==> src/verilog/bwu_regs.svh <==
`ifndef BWU_REGS_SVH
`define BWU_REGS_SVH

// register indices; byte address is four times the index
`define BWU_IDX_SCRATCH    8'h20
`define BWU_IDX_IBRK_ADDR  8'h30
`define BWU_IDX_IBRK_CTRL  8'h40
`define BWU_IDX_DW_FIRST   8'h50
`define BWU_IDX_DW_SECOND  8'h60
`define BWU_IDX_DW_CTRL    8'h70
`define BWU_IDX_RW_MASK    8'h80
`define BWU_IDX_RW_VALUE   8'h90
`define BWU_IDX_RW_CTRL    8'h9c
// own registers: debug cause report
`define BWU_IDX_CAUSE      8'ha0
`define BWU_IDX_CAUSE_DATA 8'ha1

// control word fields
`define BWU_CTRL_EN        0
`define BWU_CTRL_INV       1
`define BWU_CTRL_LOAD      2
`define BWU_CTRL_MASK_LO   16
`define BWU_CTRL_MASK_HI   23
`define BWU_IBRK_CTRL_MASK 32'h00ff0003
`define BWU_DW_CTRL_MASK   32'h00ff0007
`define BWU_RW_CTRL_MASK   32'h00ff0003
`define BWU_CTRL_RESET     32'h00000000

// cause codes and report fields
`define BWU_CAUSE_IBRK     3'h3
`define BWU_CAUSE_DW       3'h4
`define BWU_CAUSE_RW       3'h5
`define BWU_CAUSE_IDX_LO   16
`define BWU_UNMAPPED_DATA  32'h00000000

`endif

==> src/verilog/bwu_pkg.sv <==
package bwu_pkg;
  // bus slave phase
  typedef enum logic [0:0]
  {
    BWU_IDLE = 1'b0,
    BWU_DONE = 1'b1
  } bwu_bus_t;
endpackage

==> src/verilog/bwu_top.sv <==
`timescale 1ns/1ps
`default_nettype none
`include "bwu_regs.svh"

module bwu_top
#(
  parameter int NCMP  = 4,
  parameter int NSCR  = 8,
  parameter int NCORE = 8
)
(
  input  wire logic              clk_sys,
  input  wire logic              nrst,
  input  wire logic [9:0]        avs_address,
  input  wire logic              avs_read,
  input  wire logic              avs_write,
  input  wire logic [31:0]       avs_writedata,
  input  wire logic [3:0]        avs_byteenable,
  output var  logic [31:0]       avs_readdata,
  output var  logic              avs_waitrequest,
  input  wire logic              cfg_select,
  input  wire logic              debug_mode,
  input  wire logic              pc_valid,
  input  wire logic [2:0]        pc_core,
  input  wire logic [31:0]       pc_value,
  input  wire logic              mem_valid,
  input  wire logic              mem_store,
  input  wire logic [2:0]        mem_core,
  input  wire logic [31:0]       mem_address,
  input  wire logic              res_valid,
  input  wire logic [2:0]        res_core,
  input  wire logic [31:0]       res_id,
  output var  logic              debug_irq,
  output var  logic [2:0]        debug_cause,
  output var  logic [1:0]        debug_index,
  output var  logic [31:0]       debug_data
);

  // ******************************************************
  // storage
  // ******************************************************
  logic [31:0]           scratch [NSCR];
  logic [31:0]           ib_addr [NCMP];
  logic [31:0]           ib_ctrl [NCMP];
  logic [31:0]           dw_first [NCMP];
  logic [31:0]           dw_second [NCMP];
  logic [31:0]           dw_ctrl [NCMP];
  logic [31:0]           rw_mask [NCMP];
  logic [31:0]           rw_value [NCMP];
  logic [31:0]           rw_ctrl [NCMP];
  bwu_pkg::bwu_bus_t     bus_phase;
  logic [7:0]            idx;
  logic [31:0]           wmask;
  logic                  wr_ok;
  logic [NCMP-1:0]       ib_hit;
  logic [NCMP-1:0]       dw_hit;
  logic [NCMP-1:0]       rw_hit;
  logic [31:0]           next_rdata;
  logic [2:0]            next_cause;
  logic [1:0]            next_index;
  logic [31:0]           next_data;
  logic                  hit_take;

  // ******************************************************
  // write decode
  // ******************************************************
  // the two low address bits are ignored; every register is a word
  assign idx = avs_address[9:2];
  // byte lanes to bit mask
  assign wmask = {{8{avs_byteenable[3]}}, {8{avs_byteenable[2]}},
                  {8{avs_byteenable[1]}}, {8{avs_byteenable[0]}}};
  // one write per request, taken on the done edge only; outside debug
  // mode the write is still acknowledged, so software never stalls
  assign wr_ok = avs_write && (bus_phase == bwu_pkg::BWU_DONE)
                 && debug_mode;

  // ******************************************************
  // bus slave: one wait state on every access
  // ******************************************************
  // waitrequest comes from a flop, never straight from the request;
  // the price is one wait state on every access
  always_ff @(posedge clk_sys or negedge nrst)
  begin
    if (!nrst)
    begin
      bus_phase       <= bwu_pkg::BWU_IDLE;
      avs_waitrequest <= 1'b1;
    end
    else
    begin
      unique case (bus_phase)
        bwu_pkg::BWU_IDLE:
        begin
          // a request seen while idle is answered on the next edge
          if (avs_read || avs_write)
          begin
            bus_phase       <= bwu_pkg::BWU_DONE;
            avs_waitrequest <= 1'b0;
          end
        end
        bwu_pkg::BWU_DONE:
        begin
          // the master drops its request on this edge
          bus_phase       <= bwu_pkg::BWU_IDLE;
          avs_waitrequest <= 1'b1;
        end
      endcase
    end
  end

  // ******************************************************
  // read mux
  // ******************************************************
  // unmapped words read zero; the register ranges never overlap, so
  // the order of the tests below does not matter
  always_comb
  begin
    next_rdata = `BWU_UNMAPPED_DATA;
    if (idx >= `BWU_IDX_SCRATCH && idx < `BWU_IDX_SCRATCH + 8'(NSCR))
      next_rdata = scratch[3'(idx - `BWU_IDX_SCRATCH)];
    else if (idx == `BWU_IDX_CAUSE)
      next_rdata = {14'h0000, debug_index, 13'h0000, debug_cause};
    else if (idx == `BWU_IDX_CAUSE_DATA)
      next_rdata = debug_data;
    for (int i = 0; i < NCMP; i++)
    begin
      if (idx == `BWU_IDX_IBRK_ADDR + 8'(i))
        next_rdata = ib_addr[i];
      if (idx == `BWU_IDX_IBRK_CTRL + 8'(i))
        next_rdata = ib_ctrl[i];
      if (idx == `BWU_IDX_DW_FIRST + 8'(i))
        next_rdata = dw_first[i];
      if (idx == `BWU_IDX_DW_SECOND + 8'(i))
        next_rdata = dw_second[i];
      if (idx == `BWU_IDX_DW_CTRL + 8'(i))
        next_rdata = dw_ctrl[i];
      if (idx == `BWU_IDX_RW_MASK + 8'(i))
        next_rdata = rw_mask[i];
      if (idx == `BWU_IDX_RW_VALUE + 8'(i))
        next_rdata = rw_value[i];
      if (idx == `BWU_IDX_RW_CTRL + 8'(i))
        next_rdata = rw_ctrl[i];
    end
  end

  // read data registered so it is valid with waitrequest low
  // held until the next read; a write leaves it alone
  always_ff @(posedge clk_sys or negedge nrst)
  begin
    if (!nrst)
      avs_readdata <= 32'h00000000;
    else if (bus_phase == bwu_pkg::BWU_IDLE && avs_read)
      avs_readdata <= next_rdata;
  end

  // ******************************************************
  // scratch words, no reset
  // ******************************************************
  // cfg_select is not decoded at all; both views hit the same words,
  // so a write through either view is seen through the other
  always_ff @(posedge clk_sys)
  begin
    for (int s = 0; s < NSCR; s++)
      if (wr_ok && idx == `BWU_IDX_SCRATCH + 8'(s))
        scratch[s] <= (scratch[s] & ~wmask) | (avs_writedata & wmask);
  end

  // ******************************************************
  // comparator data registers, no reset
  // ******************************************************
  // left without reset to save flops; software loads them before it
  // sets any enable bit, and a clear enable masks whatever they hold
  always_ff @(posedge clk_sys)
  begin
    for (int i = 0; i < NCMP; i++)
    begin
      if (wr_ok && idx == `BWU_IDX_IBRK_ADDR + 8'(i))
        ib_addr[i] <= (ib_addr[i] & ~wmask) | (avs_writedata & wmask);
      if (wr_ok && idx == `BWU_IDX_DW_FIRST + 8'(i))
        dw_first[i] <= (dw_first[i] & ~wmask) | (avs_writedata & wmask);
      if (wr_ok && idx == `BWU_IDX_DW_SECOND + 8'(i))
        dw_second[i] <= (dw_second[i] & ~wmask) | (avs_writedata & wmask);
      if (wr_ok && idx == `BWU_IDX_RW_MASK + 8'(i))
        rw_mask[i] <= (rw_mask[i] & ~wmask) | (avs_writedata & wmask);
      if (wr_ok && idx == `BWU_IDX_RW_VALUE + 8'(i))
        rw_value[i] <= (rw_value[i] & ~wmask) | (avs_writedata & wmask);
    end
  end

  // ******************************************************
  // control words, reset to zero, reserved bits stay zero
  // ******************************************************
  // enables clear on reset so nothing fires before software sets up;
  // a write merges byte lanes first, then the mask clears reserved bits
  always_ff @(posedge clk_sys or negedge nrst)
  begin
    if (!nrst)
    begin
      for (int i = 0; i < NCMP; i++)
      begin
        ib_ctrl[i] <= `BWU_CTRL_RESET;
        dw_ctrl[i] <= `BWU_CTRL_RESET;
        rw_ctrl[i] <= `BWU_CTRL_RESET;
      end
    end
    else
    begin
      for (int i = 0; i < NCMP; i++)
      begin
        if (wr_ok && idx == `BWU_IDX_IBRK_CTRL + 8'(i))
          ib_ctrl[i] <= ((ib_ctrl[i] & ~wmask) | (avs_writedata & wmask))
                        & `BWU_IBRK_CTRL_MASK;
        if (wr_ok && idx == `BWU_IDX_DW_CTRL + 8'(i))
          dw_ctrl[i] <= ((dw_ctrl[i] & ~wmask) | (avs_writedata & wmask))
                        & `BWU_DW_CTRL_MASK;
        if (wr_ok && idx == `BWU_IDX_RW_CTRL + 8'(i))
          rw_ctrl[i] <= ((rw_ctrl[i] & ~wmask) | (avs_writedata & wmask))
                        & `BWU_RW_CTRL_MASK;
      end
    end
  end

  // ******************************************************
  // comparators
  // ******************************************************
  // each comparator works alone; inputs come from the tile clock domain,
  // so they feed the compare directly with no synchroniser
  // a core number is the bit position inside the enable field
  // the range compare is unsigned; with first above second the inside
  // range is empty and the outside range covers every address
  always_comb
  begin
    for (int i = 0; i < NCMP; i++)
    begin
      ib_hit[i] = pc_valid && ib_ctrl[i][`BWU_CTRL_EN]
        && ib_ctrl[i][`BWU_CTRL_MASK_LO + pc_core]
        && ((pc_value == ib_addr[i])
            ^ ib_ctrl[i][`BWU_CTRL_INV]);
      dw_hit[i] = mem_valid && dw_ctrl[i][`BWU_CTRL_EN]
        && dw_ctrl[i][`BWU_CTRL_MASK_LO + mem_core]
        && (mem_store || dw_ctrl[i][`BWU_CTRL_LOAD])
        && (dw_ctrl[i][`BWU_CTRL_INV]
            ? (mem_address < dw_first[i]
               || mem_address > dw_second[i])
            : (mem_address >= dw_first[i]
               && mem_address <= dw_second[i]));
      rw_hit[i] = res_valid && rw_ctrl[i][`BWU_CTRL_EN]
        && rw_ctrl[i][`BWU_CTRL_MASK_LO + res_core]
        && (((res_id & rw_mask[i]) == rw_value[i])
            ^ rw_ctrl[i][`BWU_CTRL_INV]);
    end
  end

  // ******************************************************
  // cause report; priority instruction, data, resource
  // ******************************************************
  always_comb
  begin
    next_cause = 3'h0;
    next_index = 2'h0;
    next_data  = 32'h00000000;
    // classes run lowest priority first, so a later class overwrites
    // descending loop leaves the lowest index
    for (int i = NCMP - 1; i >= 0; i--)
    begin
      if (rw_hit[i])
      begin
        next_cause = `BWU_CAUSE_RW;
        next_index = 2'(i);
        next_data  = res_id;
      end
    end
    for (int i = NCMP - 1; i >= 0; i--)
    begin
      if (dw_hit[i])
      begin
        next_cause = `BWU_CAUSE_DW;
        next_index = 2'(i);
        next_data  = mem_address;
      end
    end
    for (int i = NCMP - 1; i >= 0; i--)
    begin
      if (ib_hit[i])
      begin
        next_cause = `BWU_CAUSE_IBRK;
        next_index = 2'(i);
        next_data  = 32'h00000000;
      end
    end
  end

  // a hit counts only outside debug mode, so the debugger's own
  // work never overwrites the report that it is reading
  assign hit_take = (next_cause != 3'h0) && !debug_mode;

  // ******************************************************
  // debug interrupt
  // ******************************************************
  // one cycle per hit cycle; never stretched, so each hit cycle gives
  // the pipeline exactly one request
  always_ff @(posedge clk_sys or negedge nrst)
  begin
    if (!nrst)
      debug_irq <= 1'b0;
    else
      debug_irq <= hit_take;
  end

  // ******************************************************
  // cause report, held until the next hit
  // ******************************************************
  always_ff @(posedge clk_sys or negedge nrst)
  begin
    if (!nrst)
    begin
      debug_cause <= 3'h0;
      debug_index <= 2'h0;
      debug_data  <= 32'h00000000;
    end
    else if (hit_take)
    begin
      debug_cause <= next_cause;
      debug_index <= next_index;
      debug_data  <= next_data;
    end
  end

endmodule
`default_nettype wire

==> config.mk <==
export PLATFORM = sky130hd
export DESIGN_NAME = bwu_top
export DESIGN_NICKNAME = d
export VERILOG_FILES = /design/src/verilog/bwu_pkg.sv /design/src/verilog/bwu_top.sv
export VERILOG_INCLUDE_DIRS = /design/src /design/src/verilog
export SDC_FILE = /design/constraint.sdc
export NUM_CORES = 2
export LEC_CHECK = 0
export ABC_AREA = 0
export BUFFER_PORTS_ARGS = -buffer_cell sky130_fd_sc_hd__buf_2
export CORE_ASPECT_RATIO = 1.2
export CORE_MARGIN = 8
export CORE_UTILIZATION = 31
export DETAILED_ROUTE_END_ITERATION = 16
export PLACE_DENSITY_LB_ADDON = 0.25
export SYNTH_ARGS = -nofsm -noshare
export SYNTH_HDL_FRONTEND = slang
export SYNTH_SLANG_ARGS = --single-unit
==> constraint.sdc <==
create_clock -name clk_sys -period 4.2 [get_ports clk_sys]
set_input_delay 0.63 -clock clk_sys [delete_from_list [all_inputs] [get_ports clk_sys]]
set_output_delay 0.63 -clock clk_sys [all_outputs]
set_load 0.02 [all_outputs]
==> flow_summary.toml <==
[status]
status = "completed"

[power]
p_per_area_nw_per_um2 = 366
leakagePower_uw = 0.0256
worst_ir_drop_vdd_mv = 0.365

[setup_path]
worst_path_max_delay_cell = "or4_4"
crit_chain = "inv_1 > ha_1 > nand4_1 > or4_4 > o41a_1 > a31o_1 > and2_4 > a311oi_2 > nor4_4 > buf_12 > a211o_4 > buf_12 > o22ai_2"
cp_common_cell = "buf_12"
cpPeakStageDelay_ps = 570
required_ps = 4890
crit_fanout = 23
path_class = "reg -> reg"
startpoint_type = "flip-flop"
end_kind = "flip-flop"
worstPathArrival_ps = 4840

[sta]
skew_ps = 86.5
max_freq_mhz = 241
period_share = 0.987
fin_crit_ps = 4150
setup_tns_ps = 0
tightestPinTransition_ps = 1380
setup_viol = 0
maxSlewViolCount = 0
max-slew-margin-rel = 0.0761
rsz0062_at_grt = "no"
finalHoldViolCount = 0

[route]
drtIter0Drc = 6732
ant_nets = 0
via_per_inst = 6.06
finalWirelength_mm = 292
dr_total_vias = 44800
first_pass_iters = 6
post_drt_wl_per_cell_um = 39.5
drc = 0

[logic_synthesis]
synth-adder-area-share = 0.0579
synth_area_leaders = "edfxtp_1 (49%), dfrtp_1 (8.8%), ha_1 (5.8%), mux4_2 (3.6%), mux2_2 (2.7%)"
syn_inst = 4367
yosys_most_used_dff = "edfxtp_1"
synth_compound_area_frac = 0.147
syn_avg_cell_area_um2 = 12.7
synth_edf_count = 896
seq_area_frac_synth = 0.575
yosysTopAreaCell = "edfxtp_1"
ys_ff_latch = 1092
synth.mux.area_fraction = 0.0769
synth_xor_area_frac = 0.0209
yosys.cell_count.top_type = "edfxtp_1"
syn_nets = 4784
synth-simple-area-share = 0.0861
synth_top_family_by_area = "compound AO/OA/AOI/OAI gates"
async_reset_ff_frac = 0.179
synth_top_area_frac = 0.486
ys_types = 85
syn_area_um2 = 55400
synth_commonest_cells = "edfxtp_1 (896), inv_1 (297), ha_1 (256)"
yosysWarnings = 0

[grt]
grt_max_degree = 92
grt_use_total = 0.291
grt_pass1_vias = 42700
antenna_found_initial = 39
grt_pass1_wl_mm = 383
grt_overflow = 0

[clock_tree]
cts.clk_slew.worst_paths_ps = 60
clock_sinks = 1092
clock_path_buffers = 3
insertion_delay_ps = 820
ctsRootBufferMaster = "clkbuf_16"
cts_buffers = 120
tritoncts = "yes"
cts_setup_buffers = 0
htree_levels = 3

[placed_design]
port_buffers = 228
dpl_cell_area_um2 = 62500
hpwlAfterDp_mm = 231
place.gp.congestion = 1.07

[layout]
num-nets-final = 5374
seq_area_um2 = 31800
final_area_um2 = 66300
drive_gt1_frac = 0.231
multi_input_area_um2 = 21700
n_fill_cell = 17300
area_growth_pct = 19.8

[floorplan]
die_h_um = 479
rows = 170
die_w_um = 402
core_area_um2 = 178000
io-pin-count = 232
die_area_um2 = 192000
initial_core_util = 0.311

[job]
cap_violations = 0

[worst_hold_path]
hold_class = "in -> reg"
==> layer usage <==
layer	global-route usage	vias to the layer above	part of all wire	wire length (um)
met3	0.0580	665	0.095	27600
met1	0.369	22900	0.38	112000
met2	0.441	3028	0.43	126000
met4	0.213	8	0.090	26400
met5	0	-	0.00016	48
li1	-	18300	-	-
==> critical path: cells and delay by family, from the launching register on <==
kind                     cells  cell delay (ps)
AND/OR/NAND/NOR              4             1190
buffers and inverters        3              430
adder cells (fa/ha/maj)      1              300
flip-flops                   1              490
AO/OA/AOI/OAI                5             1540
==> final timing paths <==
| path | start | endpoint | slack [ps] | cells after the start |
|---|---|---|---|---|
| min in group asynchronous | nrst | debug_data[22]$_DFFE_PN0P_ | 500 | 2 |
| max in group asynchronous | nrst | asynchronous set/reset pin | 2700 | 3 |
| max | flip-flop | debug_data[14]$_DFFE_PN0P_ | 50 | 13 |
| min reg2reg | avs_readdata[10]$_DFFE_PN0P_ | avs_readdata[10]$_DFFE_PN0P_ | 480 | 2 |
| min | avs_write | bus_phase$_DFF_PN0_ | 120 | 3 |
| max reg2reg | flip-flop | debug_data[14]$_DFFE_PN0P_ | 50 | 13 |
==> stage by stage <==
step | worst slack, ps | total power (uW) | std cells | hold slack, ps | util
6_report | 52.7 | 24300 | 7393 | 122 | 0.372
5_1_grt | 6.66 | 24700 | 7383 | 140 | 0.372
4_1_cts | 141 | 24300 | 7382 | 66.2 | 0.372
3_5_place_dp | -172 | 14000 | 7156 | 467 | 0.351
3_3_place_gp | -182 | 13900 | 7156 | 471 | 0.351
2_1_floorplan | 628 | 12700 | 4367 | 334 | -
==> cell families (layout without fill, tap and decap cells) <==
kind of cell | after synthesis | count (layout)
buf+inv | 520 | 1213
flops | 1092 | 1092
mux | 299 | 299
simple gates | 914 | 914
fa+ha+maj | 256 | 256
xor+xnor | 132 | 132
compound gates | 1154 | 1154
other cells | 0 | 11
==> where the power goes <==
part           switching [uW]  total [uW]  internal, uW
clock                    4810       10500          5660
sequential               64.0       11800         11800
combinational            1360        1950           589
==> area by class of cell <==
cell class	instances	area share
well taps	2322	0.0438
multi-input cells	2755	0.327
flip-flops and latches	1092	0.480
repair buffers	691	0.0754
clock inverters	77	0.00987
diodes	11	0.000415
clock buffers	148	0.0475
inverters	297	0.0168
==> timing repair <==
item | in CTS | in global routing
hold endpoints to repair | 88 | 0
hold buffers | 1 | 0
gates resized for setup | 0 | 1
endpoints found under the setup margin | 0 | 22
==> cell usage in the layout (no fill, tap or decap), drive strengths merged, types with 18 or more instances in the layout <==
| master | instances |
|---|---|
| o22a | 32 |
| a221oi | 100 |
| and2 | 24 |
| a31oi | 18 |
| a22oi | 79 |
| a311oi | 21 |
| buf | 690 |
| mux2i | 79 |
| inv | 302 |
| a221o | 34 |
| o22ai | 81 |
| clkinv | 60 |
| a21boi | 35 |
| xor2 | 34 |
| nand4 | 104 |
| nand3 | 66 |
| clkbuf | 148 |
| mux4 | 88 |
| ha | 256 |
| o221ai | 38 |
| mux2 | 132 |
| a21o | 61 |
| nand2b | 18 |
| edfxtp | 896 |
| and3b | 32 |
| and3 | 107 |
| nand2 | 175 |
| xnor2 | 98 |
| nor2 | 225 |
| a21oi | 245 |
| dfrtp | 195 |
| o21ai | 191 |
| o211ai | 45 |
| nor4 | 32 |
| a211oi | 62 |
| nor3 | 39 |
| nor2b | 45 |
| a22o | 21 |
Power figures use the tool's default switching activity.
